[config.mk]
export PLATFORM = sky130hd
export DESIGN_NAME = nic_ctrl
export DESIGN_NICKNAME = d
export VERILOG_FILES = /design/src/nic_pkg.sv /design/src/nic_ctrl.sv
export VERILOG_INCLUDE_DIRS = /design/src
export SDC_FILE = /design/constraint.sdc
export NUM_CORES = 1
export LEC_CHECK = 0
export BUFFER_PORTS_ARGS = -buffer_cell sky130_fd_sc_hd__buf_2
export CAP_MARGIN = 20
export CORE_UTILIZATION = 43
export CTS_BUF_LIST = sky130_fd_sc_hd__clkbuf_4 sky130_fd_sc_hd__clkbuf_8 sky130_fd_sc_hd__clkbuf_16
export CTS_CLUSTER_DIAMETER = 200
export DETAILED_ROUTE_END_ITERATION = 10
export GPL_TIMING_DRIVEN = 0
export PLACE_DENSITY = 0.63
export SLEW_MARGIN = 20
export SYNTH_ARGS = -nofsm -noshare
export SYNTH_HDL_FRONTEND = slang
export SYNTH_SLANG_ARGS = --single-unit
export TNS_END_PERCENT = 5
[constraint.sdc]
create_clock -name core_clk -period 22.9 [get_ports core_clk]
set_input_delay 4.58 -clock core_clk [delete_from_list [all_inputs] [get_ports core_clk]]
set_output_delay 4.58 -clock core_clk [all_outputs]
set_load 0.05 [all_outputs]
[src/nic_consts.svh]
// constants of the nested priority interrupt controller
// included by nic_ctrl.sv and the bench, not by nic_pkg.sv; definitions only
`ifndef NIC_CONSTS_SVH
`define NIC_CONSTS_SVH

// register offsets on the plain register port
`define NIC_ADDR_PRIO0   3'h0
`define NIC_ADDR_PRIO1   3'h1
`define NIC_ADDR_PRIO2   3'h2
`define NIC_ADDR_PRIO3   3'h3
`define NIC_ADDR_SENSE   3'h4
`define NIC_ADDR_CTRL    3'h5
`define NIC_ADDR_STAT    3'h6

// reset values
`define NIC_PRIO_RST     8'hFF
`define NIC_SENSE_RST    8'h00
`define NIC_PRIO3_RO     4'hF

// condition-code priority bit positions and level codes
`define NIC_CC_HI        5
`define NIC_CC_LO        3
`define NIC_CODE_LVL0    2'h2
`define NIC_CODE_LVL3    2'h3

// vectors
`define NIC_NVEC         14
`define NIC_NGRP         4
`define NIC_EXT_BASE     2
`define NIC_VEC_RESET    4'hF
`define NIC_VEC_TRAP     4'hE
`define NIC_HALT_MASK    14'h00BC

`endif

[src/nic_pkg.sv]
// types of the nested priority interrupt controller
// constants live in nic_consts.svh
package nic_pkg;

    // instruction reported by the core at an instruction boundary
    typedef enum logic [2:0] {
        NIC_OP_NONE  = 3'h0,
        NIC_OP_RIM   = 3'h1,
        NIC_OP_SIM   = 3'h2,
        NIC_OP_HALT  = 3'h3,
        NIC_OP_WFI   = 3'h4,
        NIC_OP_IRQ_RETURN_INSTR  = 3'h5,
        NIC_OP_POPCC = 3'h6,
        NIC_OP_TRAP  = 3'h7
    } nic_op_t;

    // low-power state of the core
    typedef enum logic [2:0] {
        NIC_LP_RUN  = 3'h1,
        NIC_LP_WAIT = 3'h2,
        NIC_LP_HALT = 3'h4
    } nic_lp_t;

endpackage : nic_pkg

[src/nic_ctrl.sv]
// nested priority interrupt controller beside an 8-bit core
// assumes the core reports each finished instruction and acks requests at boundaries
//
// How it works
// - reset and trap are taken whatever the current priority level is.
// - trap entry makes the core stack registers and forces current level 3.
// - reset and trap both end halt mode.
// - executing the trap instruction raises a trap request serviced normally.
// - reset wins over all and leaves the core at level 3.
// - maskable source served only if enabled and above current level, else stays pending.
// - external groups wake from halt; their sensitivity is set by software.
// - edge requests are latched and cleared when their routine is entered.
// - selected pins of one group are ORed onto the group line.
// - peripheral request is its status flag and its enable together.
// - clearing the flag through the peripheral drops a still pending request.
// - any pending source ends wait mode.
// - after halt the first one served must be halt-capable; others follow.
// - concurrent mode lets only reset and trap preempt a routine; nested mode lets higher levels preempt.
// - after reset and trap, lower vector index means higher fixed hardware priority.
// - current level sits in condition-code bits 5 and 3 with codes 10,01,00,11.
// - on entry the current level is loaded from the vector's priority field.
// - enable, disable, halt, wait, return and pop instructions also set the level.
// - four priority registers hold two bits per vector, lowest index lowest.
// - top nibble of the fourth priority register is read-only ones.
// - writing level 0 into a field is ignored; the field keeps its value.
// - raising a running vector's field re-enters it only if still pending.
// - highest software level wins, ties go to fixed hardware priority.
// - requests are accepted only at the end of an instruction.
//
// The implementer's own choices: the address map and the plain strobed port.
`include "nic_consts.svh"
`timescale 1ns/100ps

module nic_ctrl (
    // clock and reset
    input  wire logic        core_clk,
    input  wire logic        rst_n,
    // register port
    input  wire logic [2:0]  reg_addr,
    input  wire logic [7:0]  reg_wdata,
    input  wire logic        reg_wr,
    input  wire logic        reg_rd,
    output logic      [7:0]  reg_rdata,
    // external pins, four groups of four, and their selection
    input  wire logic [15:0] ext_pin,
    input  wire logic [15:0] ext_pin_sel,
    // peripheral flags and enables, one per vector
    input  wire logic [13:0] periph_flag,
    input  wire logic [13:0] periph_en,
    // core side
    input  wire logic        instr_done,
    input  wire logic [2:0]  instr_op,
    input  wire logic [7:0]  cc_pop_data,
    input  wire logic        int_ack,
    output logic             int_req,
    output logic      [3:0]  int_vec,
    output logic             int_push,
    output logic             cur_prio_high_bit,
    output logic             cur_prio_low_bit,
    output logic             core_run
);

    logic [27:0]          prio_r;
    logic [7:0]           sense_r;
    logic                 nested_r;
    logic [1:0]           cur_r;
    logic [3:0]           depth_r;
    logic                 reset_pend_r;
    logic                 trap_pend_r;
    logic                 halt_exit_r;
    nic_pkg::nic_lp_t     lp_r;
    logic [3:0]           grp_prev_r;
    logic [3:0]           edge_lat_r;
    logic [3:0]           grp_line;
    logic [3:0]           grp_edge;
    logic [3:0]           grp_level;
    logic [13:0]          pend;
    logic [13:0]          qual;
    logic [1:0]           lvl [14];
    logic [1:0]           cur_lvl;
    logic                 win_valid;
    logic [3:0]           win_vec;
    logic [1:0]           win_lvl;
    logic                 take;
    logic                 op_ok;
    nic_pkg::nic_op_t     op;
    logic [7:0]           rdata_nxt;
    logic [13:0]          halt_cap;

    // level code 10,01,00,11 maps to 0,1,2,3
    function automatic logic [1:0] code2lvl(input logic [1:0] c);
        code2lvl = {~(c[1] ^ c[0]), c[0]};
    endfunction : code2lvl

    assign op      = nic_pkg::nic_op_t'(instr_op);
    assign op_ok   = instr_done && lp_r == nic_pkg::NIC_LP_RUN;
    assign cur_lvl = code2lvl(cur_r);
    assign take    = int_ack && int_req && instr_done;
    assign halt_cap = `NIC_HALT_MASK;

    // external groups: OR of selected pins, edge and level detection
    genvar g;
    generate
        for (g = 0; g < `NIC_NGRP; g++) begin : g_grp
            logic [1:0] s;
            assign s           = sense_r[2*g+1:2*g];
            assign grp_line[g] = |(ext_pin[4*g+3:4*g] & ext_pin_sel[4*g+3:4*g]);
            assign grp_edge[g] = (s == 2'h1 && grp_line[g] && !grp_prev_r[g])
                              || ((s == 2'h0 || s == 2'h2) && !grp_line[g] && grp_prev_r[g])
                              || (s == 2'h3 && grp_line[g] != grp_prev_r[g]);
            assign grp_level[g] = (s == 2'h0) && !grp_line[g] && |ext_pin_sel[4*g+3:4*g];

            always_ff @(posedge core_clk or negedge rst_n) begin
                if (!rst_n) begin
                    edge_lat_r[g] <= 1'b0;
                end else if (grp_edge[g]) begin
                    edge_lat_r[g] <= 1'b1;
                end else if (take && int_vec == 4'(`NIC_EXT_BASE + g)) begin
                    edge_lat_r[g] <= 1'b0;
                end
            end
        end
    endgenerate

    always_ff @(posedge core_clk or negedge rst_n) begin
        if (!rst_n) begin
            grp_prev_r <= 4'h0;
        end else begin
            grp_prev_r <= grp_line;
        end
    end

    // per-vector pending, level and qualification
    genvar v;
    generate
        for (v = 0; v < `NIC_NVEC; v++) begin : g_vec
            logic ok;
            assign lvl[v] = code2lvl(prio_r[2*v+1:2*v]);
            if (v >= `NIC_EXT_BASE && v < `NIC_EXT_BASE + `NIC_NGRP) begin : g_e
                assign pend[v] = edge_lat_r[v-`NIC_EXT_BASE] || grp_level[v-`NIC_EXT_BASE];
            end else begin : g_p
                assign pend[v] = periph_flag[v] && periph_en[v];
            end
            assign ok      = !halt_exit_r || halt_cap[v];
            assign qual[v] = pend[v] && ok && lvl[v] > cur_lvl
                          && (nested_r || depth_r == 4'h0);
        end
    endgenerate

    // arbitration: reset, then trap, then best level, ties to lowest index
    always_comb begin
        win_valid = 1'b0;
        win_vec   = 4'h0;
        win_lvl   = 2'h0;
        for (int i = `NIC_NVEC - 1; i >= 0; i--) begin
            if (qual[i] && (!win_valid || lvl[i] >= win_lvl)) begin
                win_valid = 1'b1;
                win_vec   = 4'(i);
                win_lvl   = lvl[i];
            end
        end
        if (trap_pend_r) begin
            win_valid = 1'b1;
            win_vec   = `NIC_VEC_TRAP;
        end
        if (reset_pend_r) begin
            win_valid = 1'b1;
            win_vec   = `NIC_VEC_RESET;
        end
    end

    // request to the core, held only while running
    always_ff @(posedge core_clk or negedge rst_n) begin
        if (!rst_n) begin
            int_req  <= 1'b0;
            int_vec  <= 4'h0;
            int_push <= 1'b0;
        end else begin
            int_req  <= win_valid && !take && lp_r == nic_pkg::NIC_LP_RUN;
            int_vec  <= win_vec;
            int_push <= win_vec != `NIC_VEC_RESET;
        end
    end

    // non-maskable pending flags
    always_ff @(posedge core_clk or negedge rst_n) begin
        if (!rst_n) begin
            reset_pend_r <= 1'b1;
            trap_pend_r  <= 1'b0;
        end else begin
            if (take && int_vec == `NIC_VEC_RESET) begin
                reset_pend_r <= 1'b0;
            end
            if (op_ok && op == nic_pkg::NIC_OP_TRAP) begin
                trap_pend_r <= 1'b1;
            end else if (take && int_vec == `NIC_VEC_TRAP) begin
                trap_pend_r <= 1'b0;
            end
        end
    end

    // current software level
    always_ff @(posedge core_clk or negedge rst_n) begin
        if (!rst_n) begin
            cur_r <= `NIC_CODE_LVL3;
        end else if (take) begin
            if (int_vec == `NIC_VEC_RESET || int_vec == `NIC_VEC_TRAP) begin
                cur_r <= `NIC_CODE_LVL3;
            end else begin
                cur_r <= prio_r[2*int_vec+1 -: 2];
            end
        end else if (op_ok) begin
            unique case (op)
                nic_pkg::NIC_OP_RIM,
                nic_pkg::NIC_OP_HALT,
                nic_pkg::NIC_OP_WFI:   cur_r <= `NIC_CODE_LVL0;
                nic_pkg::NIC_OP_SIM:   cur_r <= `NIC_CODE_LVL3;
                nic_pkg::NIC_OP_IRQ_RETURN_INSTR,
                nic_pkg::NIC_OP_POPCC: cur_r <= {cc_pop_data[`NIC_CC_HI], cc_pop_data[`NIC_CC_LO]};
                default:               cur_r <= cur_r;
            endcase
        end
    end

    assign cur_prio_high_bit = cur_r[1];
    assign cur_prio_low_bit  = cur_r[0];

    // routine depth for concurrent mode
    always_ff @(posedge core_clk or negedge rst_n) begin
        if (!rst_n) begin
            depth_r <= 4'h0;
        end else if (take && int_vec != `NIC_VEC_RESET) begin
            depth_r <= depth_r + 4'h1;
        end else if (op_ok && op == nic_pkg::NIC_OP_IRQ_RETURN_INSTR && depth_r != 4'h0) begin
            depth_r <= depth_r - 4'h1;
        end
    end

    // low-power modes and wake-up
    always_ff @(posedge core_clk or negedge rst_n) begin
        if (!rst_n) begin
            lp_r        <= nic_pkg::NIC_LP_RUN;
            halt_exit_r <= 1'b0;
            core_run    <= 1'b1;
        end else begin
            unique case (lp_r)
                nic_pkg::NIC_LP_RUN: begin
                    if (op_ok && op == nic_pkg::NIC_OP_HALT) begin
                        lp_r     <= nic_pkg::NIC_LP_HALT;
                        core_run <= 1'b0;
                    end else if (op_ok && op == nic_pkg::NIC_OP_WFI) begin
                        lp_r     <= nic_pkg::NIC_LP_WAIT;
                        core_run <= 1'b0;
                    end
                    if (take) begin
                        halt_exit_r <= 1'b0;
                    end
                end
                nic_pkg::NIC_LP_WAIT: begin
                    if (|pend || trap_pend_r || reset_pend_r) begin
                        lp_r     <= nic_pkg::NIC_LP_RUN;
                        core_run <= 1'b1;
                    end
                end
                nic_pkg::NIC_LP_HALT: begin
                    if (|(pend & `NIC_HALT_MASK) || trap_pend_r || reset_pend_r) begin
                        lp_r        <= nic_pkg::NIC_LP_RUN;
                        core_run    <= 1'b1;
                        halt_exit_r <= |(pend & `NIC_HALT_MASK);
                    end
                end
            endcase
        end
    end

    // register writes
    genvar f;
    generate
        for (f = 0; f < `NIC_NVEC; f++) begin : g_fld
            always_ff @(posedge core_clk or negedge rst_n) begin
                if (!rst_n) begin
                    prio_r[2*f+1:2*f] <= `NIC_CODE_LVL3;
                end else if (reg_wr && reg_addr == 3'(f / 4)
                             && reg_wdata[2*(f%4)+1:2*(f%4)] != `NIC_CODE_LVL0) begin
                    prio_r[2*f+1:2*f] <= reg_wdata[2*(f%4)+1:2*(f%4)];
                end
            end
        end
    endgenerate

    always_ff @(posedge core_clk or negedge rst_n) begin
        if (!rst_n) begin
            sense_r  <= `NIC_SENSE_RST;
            nested_r <= 1'b0;
        end else if (reg_wr) begin
            if (reg_addr == `NIC_ADDR_SENSE && cur_r == `NIC_CODE_LVL3) begin
                sense_r <= reg_wdata;
            end
            if (reg_addr == `NIC_ADDR_CTRL) begin
                nested_r <= reg_wdata[0];
            end
        end
    end

    // register reads, data one cycle after the strobe
    always_comb begin
        unique case (reg_addr)
            `NIC_ADDR_PRIO0: rdata_nxt = prio_r[7:0];
            `NIC_ADDR_PRIO1: rdata_nxt = prio_r[15:8];
            `NIC_ADDR_PRIO2: rdata_nxt = prio_r[23:16];
            `NIC_ADDR_PRIO3: rdata_nxt = {`NIC_PRIO3_RO, prio_r[27:24]};
            `NIC_ADDR_SENSE: rdata_nxt = sense_r;
            `NIC_ADDR_CTRL:  rdata_nxt = {7'h00, nested_r};
            `NIC_ADDR_STAT:  rdata_nxt = {1'b0, lp_r, depth_r != 4'h0, halt_exit_r, cur_r};
            default:         rdata_nxt = 8'h00;
        endcase
    end

    always_ff @(posedge core_clk or negedge rst_n) begin
        if (!rst_n) begin
            reg_rdata <= 8'h00;
        end else begin
            reg_rdata <= reg_rd ? rdata_nxt : 8'h00;
        end
    end

    // checks
    reset_first_a: assert property (@(posedge core_clk) disable iff (!rst_n)
        reset_pend_r && lp_r == nic_pkg::NIC_LP_RUN && !take |=> int_req && int_vec == `NIC_VEC_RESET)
        else $error("reset request not presented");
    nmi_level_a: assert property (@(posedge core_clk) disable iff (!rst_n)
        take && int_vec >= `NIC_VEC_TRAP |=> cur_r == `NIC_CODE_LVL3)
        else $error("level not forced to 3 on trap or reset");
    entry_load_a: assert property (@(posedge core_clk) disable iff (!rst_n)
        take && int_vec < 4'(`NIC_NVEC) |=> cur_r == $past(prio_r[2*int_vec+1 -: 2]))
        else $error("level not loaded from vector field");
    trap_raise_a: assert property (@(posedge core_clk) disable iff (!rst_n)
        op_ok && op == nic_pkg::NIC_OP_TRAP |=> trap_pend_r ##1 int_req || trap_pend_r)
        else $error("trap not raised");
    mask_level_a: assert property (@(posedge core_clk) disable iff (!rst_n)
        win_valid && win_vec < 4'(`NIC_NVEC) |-> pend[win_vec] && lvl[win_vec] > cur_lvl)
        else $error("masked source requested");
    concurrent_hold_a: assert property (@(posedge core_clk) disable iff (!rst_n)
        !nested_r && depth_r != 4'h0 && !trap_pend_r && !reset_pend_r |=> !int_req || int_vec >= `NIC_VEC_TRAP)
        else $error("preemption in concurrent mode");
    wait_wake_a: assert property (@(posedge core_clk) disable iff (!rst_n)
        lp_r == nic_pkg::NIC_LP_WAIT && |pend |=> lp_r == nic_pkg::NIC_LP_RUN && core_run)
        else $error("wait not left on pending source");
    halt_first_a: assert property (@(posedge core_clk) disable iff (!rst_n)
        int_req && halt_exit_r && int_vec < 4'(`NIC_NVEC) |-> halt_cap[int_vec])
        else $error("non halt-capable served first after halt");
    prio3_ones_a: assert property (@(posedge core_clk) disable iff (!rst_n)
        reg_rd && reg_addr == `NIC_ADDR_PRIO3 |=> reg_rdata[7:4] == `NIC_PRIO3_RO)
        else $error("read-only nibble not ones");
    no_lvl0_a: assert property (@(posedge core_clk) disable iff (!rst_n)
        prio_r[1:0] != `NIC_CODE_LVL0 ##1 1'b1 |-> prio_r[1:0] != `NIC_CODE_LVL0)
        else $error("level 0 stored in a field");

    nested_cov: cover property (@(posedge core_clk) disable iff (!rst_n)
        nested_r && take && depth_r != 4'h0);
    halt_wake_cov: cover property (@(posedge core_clk) disable iff (!rst_n)
        lp_r == nic_pkg::NIC_LP_HALT ##1 lp_r == nic_pkg::NIC_LP_RUN);
    trap_cov: cover property (@(posedge core_clk) disable iff (!rst_n)
        take && int_vec == `NIC_VEC_TRAP);

endmodule : nic_ctrl

After elaboration in Yosys (flattened, before gate mapping)
Index checks and enable logic that the tools add are counted.

Add/subtract/negate cells: 3. Order comparisons: 27. Equal/unequal tests: 49. Shifts and indexed selects: 1. Multiplexer cells: 76. Bitwise operators: 34. Reductions and logical operators: 215.

Operators by type and width (count): logical AND 1 bit (124); 2-to-1 mux 4 bit (18); one-hot mux 8 bit (7 select lines) (1); logical OR 1 bit (35); 2-to-1 mux 1 bit (32); 2-to-1 mux 2 bit (16); OR reduction 4 bit (8); variable part select 29 x 7 -> 2 bit (1); greater-than comparator 2 bit (14); >= comparator 2 bit (13); equality test 3 bit (second input constant) (8); zero test 1 bit (23); equality test 2 bit (second input constant) (9); AND 4 bit (4); nonzero test 2 bit (8); equality test 3 x 2 -> 1 bit (second input constant) (5); inverter 1 bit (15); XOR 1 bit (15); inequality test 2 bit (second input constant) (7); OR reduction 14 bit (1); 2-to-1 mux 3 bit (4); equality test 3 x 1 -> 1 bit (second input constant) (3); one-hot mux 3 bit (3 select lines) (1); equality test 2 x 1 -> 1 bit (second input constant) (4); other kinds (22) (36).

Bits in registers: 72. Bits of input ports: 88. Output and inout port bits: 17.

Longest topological paths before layout
Gate-level depths: netlist of the first run.

Depth after elaboration: 62. Mapped depth: 89. Mapped depth without buffers: 88.

Worst setup path before layout of the first run
No wires, ideal clock.

Path kind: input to register. Start: input port periph_flag[13]. End: register int_vec[3]. Data arrival time: 19.497 ns. Slack: 3.299 ns. Stages on the path: 84. Buffers on the path: 1. Cell sequence: o2111ai_2 -> nor3_1 -> ha_1 -> nand2b_1 -> a21oi_1 -> a211oi_1 -> nor2_1 -> nor2_1 -> ha_1 -> nand2b_1 -> a21oi_1 -> a21boi_0 -> o221ai_1 -> nand2_1 -> ha_1 -> nand2b_1 -> a21o_1 -> a31oi_1 -> [48 not listed] -> ha_1 -> a21oi_1 -> a21bo_1 -> nor2_1 -> a21o_1 -> ha_1 -> nand2b_1 -> a211o_2 -> nand2_2 -> mux2_2 -> a21o_1 -> ha_1 -> nand2b_1 -> a21oi_1 -> nor2_1 -> a21oi_1 -> nand2_1 -> o41ai_2.

Cells in the longest elaborated chain, start to end: 59. Elaborated cells between the ends (all ways): 98. Classes of those cells: order compare: 13; mux: 42; reduce/logical: 43.

Ends and longest elaborated chain: from (decl) (RTL line nic_ctrl.sv:48) `input wire logic [13:0] periph_flag,`; logical AND 1 bit (*) (RTL line nic_ctrl.sv:142) `assign pend[v] = periph_flag[v] && periph_en[v];`; logical AND 1 bit (*) (2 in series) (RTL line nic_ctrl.sv:145) `assign qual[v] = pend[v] && ok && lvl[v] > cur_lvl`; logical AND 1 bit (*) (RTL line nic_ctrl.sv:146) `&& (nested_r || depth_r == 4'h0);`; 2-to-1 mux 2 bit / 2-to-1 mux 1 bit (equally long branches) (RTL line nic_ctrl.sv:156) `if (qual[i] && (!win_valid || lvl[i] >= win_lvl)) begin`; >= comparator 2 bit / zero test 1 bit (equally long branches) (RTL line nic_ctrl.sv:156); logical OR 1 bit (RTL line nic_ctrl.sv:156); logical AND 1 bit (RTL line nic_ctrl.sv:156); 2-to-1 mux 2 bit / 2-to-1 mux 1 bit (equally long branches) (RTL line nic_ctrl.sv:156); [43 not listed]; 2-to-1 mux 2 bit / 2-to-1 mux 1 bit (equally long branches) (RTL line nic_ctrl.sv:156); >= comparator 2 bit / zero test 1 bit (equally long branches) (RTL line nic_ctrl.sv:156); logical OR 1 bit (RTL line nic_ctrl.sv:156); logical AND 1 bit (RTL line nic_ctrl.sv:156); 2-to-1 mux 4 bit (*) (RTL line nic_ctrl.sv:156); 2-to-1 mux 4 bit (*) (RTL line nic_ctrl.sv:162) `if (trap_pend_r) begin`; 2-to-1 mux 4 bit (*) (RTL line nic_ctrl.sv:166) `if (reset_pend_r) begin`; net win_vec[3] (RTL line nic_ctrl.sv:82) `logic [3:0] win_vec;`; to (signal assigned) (RTL line nic_ctrl.sv:180) `int_vec <= win_vec;`; to (decl) (RTL line nic_ctrl.sv:56) `output logic [3:0] int_vec,`.

Mark *: on every way through the listed nets, which the timed path passes. The rest lies on a longest branch. A chain may end at the register's enable or synchronous reset.

Worst setup path in the final report of the first run
Same ends and word-level chain as after synthesis.

==> results of run 1 <==
state kept, by name, indices dropped and copies added, names as in the netlist:
| signal | flops |
|---|---|
| cur_r | 2 |
| edge_lat_r | 4 |
| prio_r | 14 |
| depth_r | 4 |
| halt_exit_r | 1 |
| int_req | 1 |
| lp_r | 3 |
| trap_pend_r | 1 |
| int_push | 1 |
| lvl | 14 |
| reg_rdata | 8 |
| nested_r | 1 |
| reset_pend_r | 1 |
| int_vec | 4 |
| sense_r | 8 |
| grp_prev_r | 4 |
placed cells by master, fill, tap and decap left out, types with 6 or more instances in the layout:
| cell | n |
|---|---|
| nand2b_1 | 20 |
| mux4_2 | 9 |
| dfrtp_1 | 39 |
| buf_2 | 86 |
| dfstp_2 | 32 |
| o211ai_1 | 7 |
| ha_1 | 57 |
| a21oi_1 | 50 |
| a21o_1 | 12 |
| a22oi_1 | 8 |
| nor2b_1 | 20 |
| mux2i_1 | 11 |
| o31ai_1 | 6 |
| mux2_2 | 15 |
| nor3_1 | 10 |
| o2111ai_1 | 6 |
| nor2_1 | 71 |
| nand3_1 | 7 |
| nand2_1 | 69 |
| clkbuf_1 | 17 |
| o21ai_0 | 34 |
| clkbuf_16 | 9 |
| a31oi_1 | 7 |
| xnor2_1 | 15 |
| inv_1 | 36 |
worst reg2reg max path: cells and delay by family, from the launching register on:
family,cells,cell delay [ns]
and+or+nand+nor,28,3.67
muxes,3,1.01
AOI/OAI and AO/OA,40,9.13
buffers and inverters,2,0.27
adders and majority gates,15,4.48
DFF,1,0.91
synth_stat cells, types with 4 or more instances:
library cell	n
nor2_1	71
nand2_1	69
ha_1	57
a21oi_1	50
dfrtp_1	39
inv_1	36
o21ai_0	34
dfstp_2	32
nand2b_1	20
nor2b_1	20
clkbuf_1	17
mux2_2	15
xnor2_1	15
a21o_1	12
mux2i_1	11
nor3_1	10
mux4_2	9
a22oi_1	8
a31oi_1	7
nand3_1	7
o211ai_1	7
o2111ai_1	6
o22ai_1	6
o31ai_1	6
a211oi_1	5
nand3b_1	5
o221ai_1	5
a41oi_1	4
and2_1	4
metrics by stage:
stage          power, mW  util (%)  hold WS (ns)  instances  setup TNS [ns]
3_3_place_gp       0.972      48.7         0.512        945               0
5_1_grt             1.28      51.6         0.554        962        -0.00989
4_1_cts             1.18      51.5         0.527        962               0
2_1_floorplan      0.807         -         0.472        680               0
3_5_place_dp        1.01      48.9         0.515        946               0
6_report            1.19      51.6         0.521        962               0
report_power, final:
part	internal, mW	total (mW)	switching, mW
sequential	0.172	0.232	0.0598
clock	0.111	0.164	0.0534
combinational	0.332	0.789	0.457
total	0.615	1.19	0.570
logic make-up after synthesis:
family,Yosys count
and+or+nand+nor,236
AOI/OAI and AO/OA,206
DFF,71
adders and majority gates,59
buffers and inverters,56
muxes,35
xor gates and xnor gates,17
worst min path at each step:
stage | to | slack (ns) | cells past startpoint
2_1_floorplan | int_push | 0.47 | 1
3_3_place_gp | edge_lat_r[0] | 0.51 | 2
3_5_place_dp | int_push | 0.52 | 1
4_1_cts | depth_r[3] | 0.53 | 1
5_1_grt | depth_r[3] | 0.55 | 1
6_report | depth_r[3] | 0.52 | 1
layer usage:
| layer | track usage (%) | wire length [um] | vias to the layer above |
|---|---|---|---|
| li1 | - | - | 2729 |
| met1 | 35.4 | 8430 | 2813 |
| met2 | 44.6 | 9040 | 244 |
| met3 | 5.59 | 1290 | 47 |
| met4 | 12.3 | 690 | 0 |
| met5 | 0 | 0 | - |
cell type report:
type,count,area [um2]
clock inverter,5,106
inverter,36,135
timing repair buffer,86,448
buffer,20,77.6
multi-input combinational,553,4070
sequential,71,1820
clock buffer,11,246
fill,1283,6700
tap,180,225
==> results.toml, run 1 <==
[worst_setup_path]
cp_common_cell = "ha_1"
cpPeakStageDelay_ns = 0.40
path_delay_family = "compound AO/OA/AOI/OAI gates"
crit_start = "periph_flag[13]"
cp.depth = 86
rrSetupSlack_ns = 3.34
worstSetupEndpoint = "int_vec[3]"
crit_type = "in -> reg"
r2r_end = "int_vec[3]"
worst_setup_path_start_kind = "primary input"
reg2reg_depth = 88
cp.required_ns = 23.14
worst-path-buf-inv = 3
worstSetupEndpointType = "flop"
cp_max_fo = 9
cp_slowest_cell = "a31oi_2"
cp_data_arrival_time_ns = 21.91
timing.rr.start = "cur_r[0]"

[placement]
hpwl_um = 15600
placed_area_um2 = 6760
routabilityCongestion = 0.949
numPortBuffers = 85
dpl_worst_slack_ns = 0.982

[grt]
grtUsageTotal_pct = 27.5
grt_pass1_wl_um = 30100
grt_max_degree = 37
antenna_found_initial = 0
grt_pass1_vias = 5632
grt.overflow.total = 0

[synth]
synthXorXnorAreaFrac_pct = 2.45
synthSimpleGateAreaFrac_pct = 19.3
synth_ff_type = "dfrtp_1"
ys_ff_latch = 71
synth_nets = 826
synthArstFlopShare_pct = 100
syn_area_per_cell_um2 = 8.95
seq_area_frac_synth_pct = 29.8
postSynthCellCount = 680
synthMuxAreaShare_pct = 7.91
syn_area_um2 = 6090
synth_cell_type_count = 89
synth_top_family_by_area = "compound AO/OA/AOI/OAI gates"
synth_compound_area_share_pct = 24.8
yosys.area.top_type_share_pct = 16.0
yosysWarnings = 0
synth_edf_count = 0
synth_adder_area_share_pct = 12.2
yosysTopAreaCell = "dfrtp_1"
ys_top_cells_by_area = "dfrtp_1 (16%), dfstp_2 (14%), ha_1 (12%)"

[route]
wl_um = 19500
drc_errors = 0
via_per_inst = 6.06
firstDrtPassIters = 6
wl_per_cell_um = 20.2
vias = 5833
drt-initial-drc-count = 661
postRouteAntennaNets = 0

[die]
core-area_um2 = 13800
die_x_um = 121
dieArea_um2 = 14600
pin_count = 105
fp.dieH_um = 121
initial_utilization_pct = 44.0
rows = 43

[clock_tree]
clk_latency_ns = 0.34
cts_setup_buffers = 0
cts_resized = 0
cts_made_buffers = 9
cts.reportedPaths.clkPinSlew_ns = 0.06
clock-sinks = 71
ctsRootBufferMaster = "clkbuf_16"
h-tree-depth = 3
holdBufCountCts = 0
clockBufferDepth = 2
cts_tree = "done"

[power_and_ir_drop]
power.leakage_nw = 3.17
power_density_nw_per_um2 = 166
ir_drop_v = 0.0000816

[sta]
min_period_ns = 21.67
max_freq_ghz = 0.0461
post-route-period-util_pct = 94.6
clock_skew_ns = 0.00669
slew_headroom_pct = 43.8
setup_ws_ns = 1.23
hold_viol_final = 0
worstMarginPinSlew_ns = 0.836
finalSetupViolations = 0
maxSlewViolCount = 0

[layout]
nets = 923
diodes = 0
drive_gt1_share_pct = 24.6
area_delta_synth_final_pct = 17.1
fin_area_um2 = 7130

[min_path]
min_path_type = "reg -> reg"
hp-start = "depth_r[3]"

[run]
cap_violations = 0

[run_status]
outcome = "complete, no violations"
(Power assumes the default switching activity.)
==> run 2: changes to the inputs <==
==> constraint.sdc (replaced) <==
create_clock -name core_clk -period 27 [get_ports core_clk]
set_input_delay 5.4 -clock core_clk [delete_from_list [all_inputs] [get_ports core_clk]]
set_output_delay 5.4 -clock core_clk [all_outputs]
set_load 0.05 [all_outputs]
==> run 2 against run 1 <==
Against the previous run:
- largest power group unchanged
- first-iteration DRC count shrank 13%
- critical path depth is the same
- cell area decreased by 0.19%
- worst hold slack hardly changed
- register-to-register slack gained 3.9 ns
- critical path type unchanged
- combinational power shrank 16%
- non-clock buffer count did not move
- flip-flop and latch count did not move
- clock power is 15% lower
- largest cell class unchanged
- clock skew hardly changed
==> results.toml, run 2 (same netlist as run 1, synthesis figures left out) <==
[placement]
dpl.cell_count = 946
numPortBuffers = 85
hpwl_um = 15600
routabilityCongestion = 0.949
placed_area_um2 = 6760

[worst_setup_path]
cp_data_arrival_time_ns = 22.92
worstSetupEndpointType = "flop"
crit_type = "in -> reg"
cpPeakStageDelay_ns = 0.50
worst_setup_path_start_kind = "primary input"
cp.required_ns = 27.24
cp_common_cell = "ha_1"
cp_max_fo = 9
cp_slowest_cell = "a211oi_2"

[die]
rows = 43
pin_count = 105
core-area_um2 = 13800
initial_utilization_pct = 44.0
dieArea_um2 = 14600
die_x_um = 121
fp.dieH_um = 121

[clock_tree]
cts_made_buffers = 9
ctsRootBufferMaster = "clkbuf_16"
cts_resized = 0
h-tree-depth = 3
cts.reportedPaths.clkPinSlew_ns = 0.06
cts_tree = "done"
clockBufferDepth = 2
clk_latency_ns = 0.34
clock-sinks = 71
holdBufCountCts = 0
cts_setup_buffers = 0

[layout]
fin_area_um2 = 7110
drive_gt1_share_pct = 24.4
diodes = 0
stdcell_count = 962
area_delta_synth_final_pct = 16.9
fin_util_pct = 51.5
final_cell_mix = "buf_2 (86), nor2_1 (71), nand2_1 (69), ha_1 (57), a21oi_1 (50)"
n_fill_cell = 1284
nets = 923
layout_commonest_cell = "buf_2"

[sta]
clock_skew_ns = 0.00630
setup-tns-final_ns = 0
slew_headroom_pct = 44.5
rsz0062_at_grt = "no"
hold_viol_final = 0
post-route-period-util_pct = 84.0
min_period_ns = 22.69
max_freq_ghz = 0.0441
worstMarginPinSlew_ns = 0.827
finalSetupViolations = 0
maxSlewViolCount = 0

[route]
firstDrtPassIters = 7
wl_um = 19400
via_per_inst = 6.11
drt-initial-drc-count = 576
vias = 5879
postRouteAntennaNets = 0
drc_errors = 0
wl_per_cell_um = 20.2

[power_and_ir_drop]
power.leakage_nw = 3.17
ir_drop_v = 0.0000692
power_frac_comb_pct = 66.5
p_sw_mw = 0.481
p_seq_share_pct = 19.6
power_density_nw_per_um2 = 141
clkPwrFrac_pct = 13.9
switching_share_pct = 48.0
intPower_mw = 0.521
power_mw = 1.00

[run]
cap_violations = 0

[grt]
grtUsageTotal_pct = 27.5
grt_max_degree = 37
grt_pass1_vias = 5632
antenna_found_initial = 0
grt_pass1_wl_um = 30100
grt.overflow.total = 0

[run_status]
outcome = "complete, no violations"

[min_path]
min_path_type = "reg -> reg"
run 2: power groups by stage:
stage                     sequential [mW]  clock (mW)  combinational [mW]
after global routing                0.200       0.145               0.737
final                               0.196       0.139               0.666
after CTS                           0.196       0.141               0.660
after floorplan                     0.200           0               0.484
after global placement              0.196           0               0.629
after detailed placement            0.197           0               0.655
run 2: metal layers:
layer / global-route usage [%] / routed length, um / up-vias
li1: - / - / 2728
met5: 0 / 0 / -
met2: 44.6 / 8930 / 291
met1: 35.4 / 8140 / 2806
met3: 5.59 / 1600 / 54
met4: 12.3 / 745 / 0
run 2: final cells by class:
class	count	area [um2]	area share [%]
Tap cell	180	225	3.17
Buffer	20	77.6	1.09
Clock inverter	5	106	1.49
Clock buffer	11	246	3.46
Multi-Input combinational cell	553	4060	57.1
Inverter	36	135	1.90
Timing Repair Buffer	86	448	6.30
Sequential cell	71	1820	25.5
run 2: critical path: cells and delay by family:
kind            cells  cell delay [ns]
buf+inv             3             0.38
simple gates       27             3.42
mux                 3             1.01
fa+ha+maj          13             3.40
compound gates     40             9.28
run 2: final timing paths:
path                                 start  slack (ns)  cells past startpoint             to
max reg2reg                       cur_r[0]        7.27                     88     int_vec[3]
min                             depth_r[3]        0.52                      1     depth_r[3]
max in group asynchronous            rst_n       21.36                      2       cur_r[0]
max                        periph_flag[13]        4.31                     86     int_vec[3]
min in group asynchronous            rst_n        5.02                      1  grp_prev_r[1]
min reg2reg                     depth_r[3]        0.52                      1     depth_r[3]
run 2: stage by stage:
step	worst slack (ns)	hold slack, ns
after floorplan	6.58	0.472
after global placement	4.77	0.512
after detailed placement	4.26	0.515
after CTS	4.52	0.527
after global routing	3.07	0.554
final	4.31	0.521
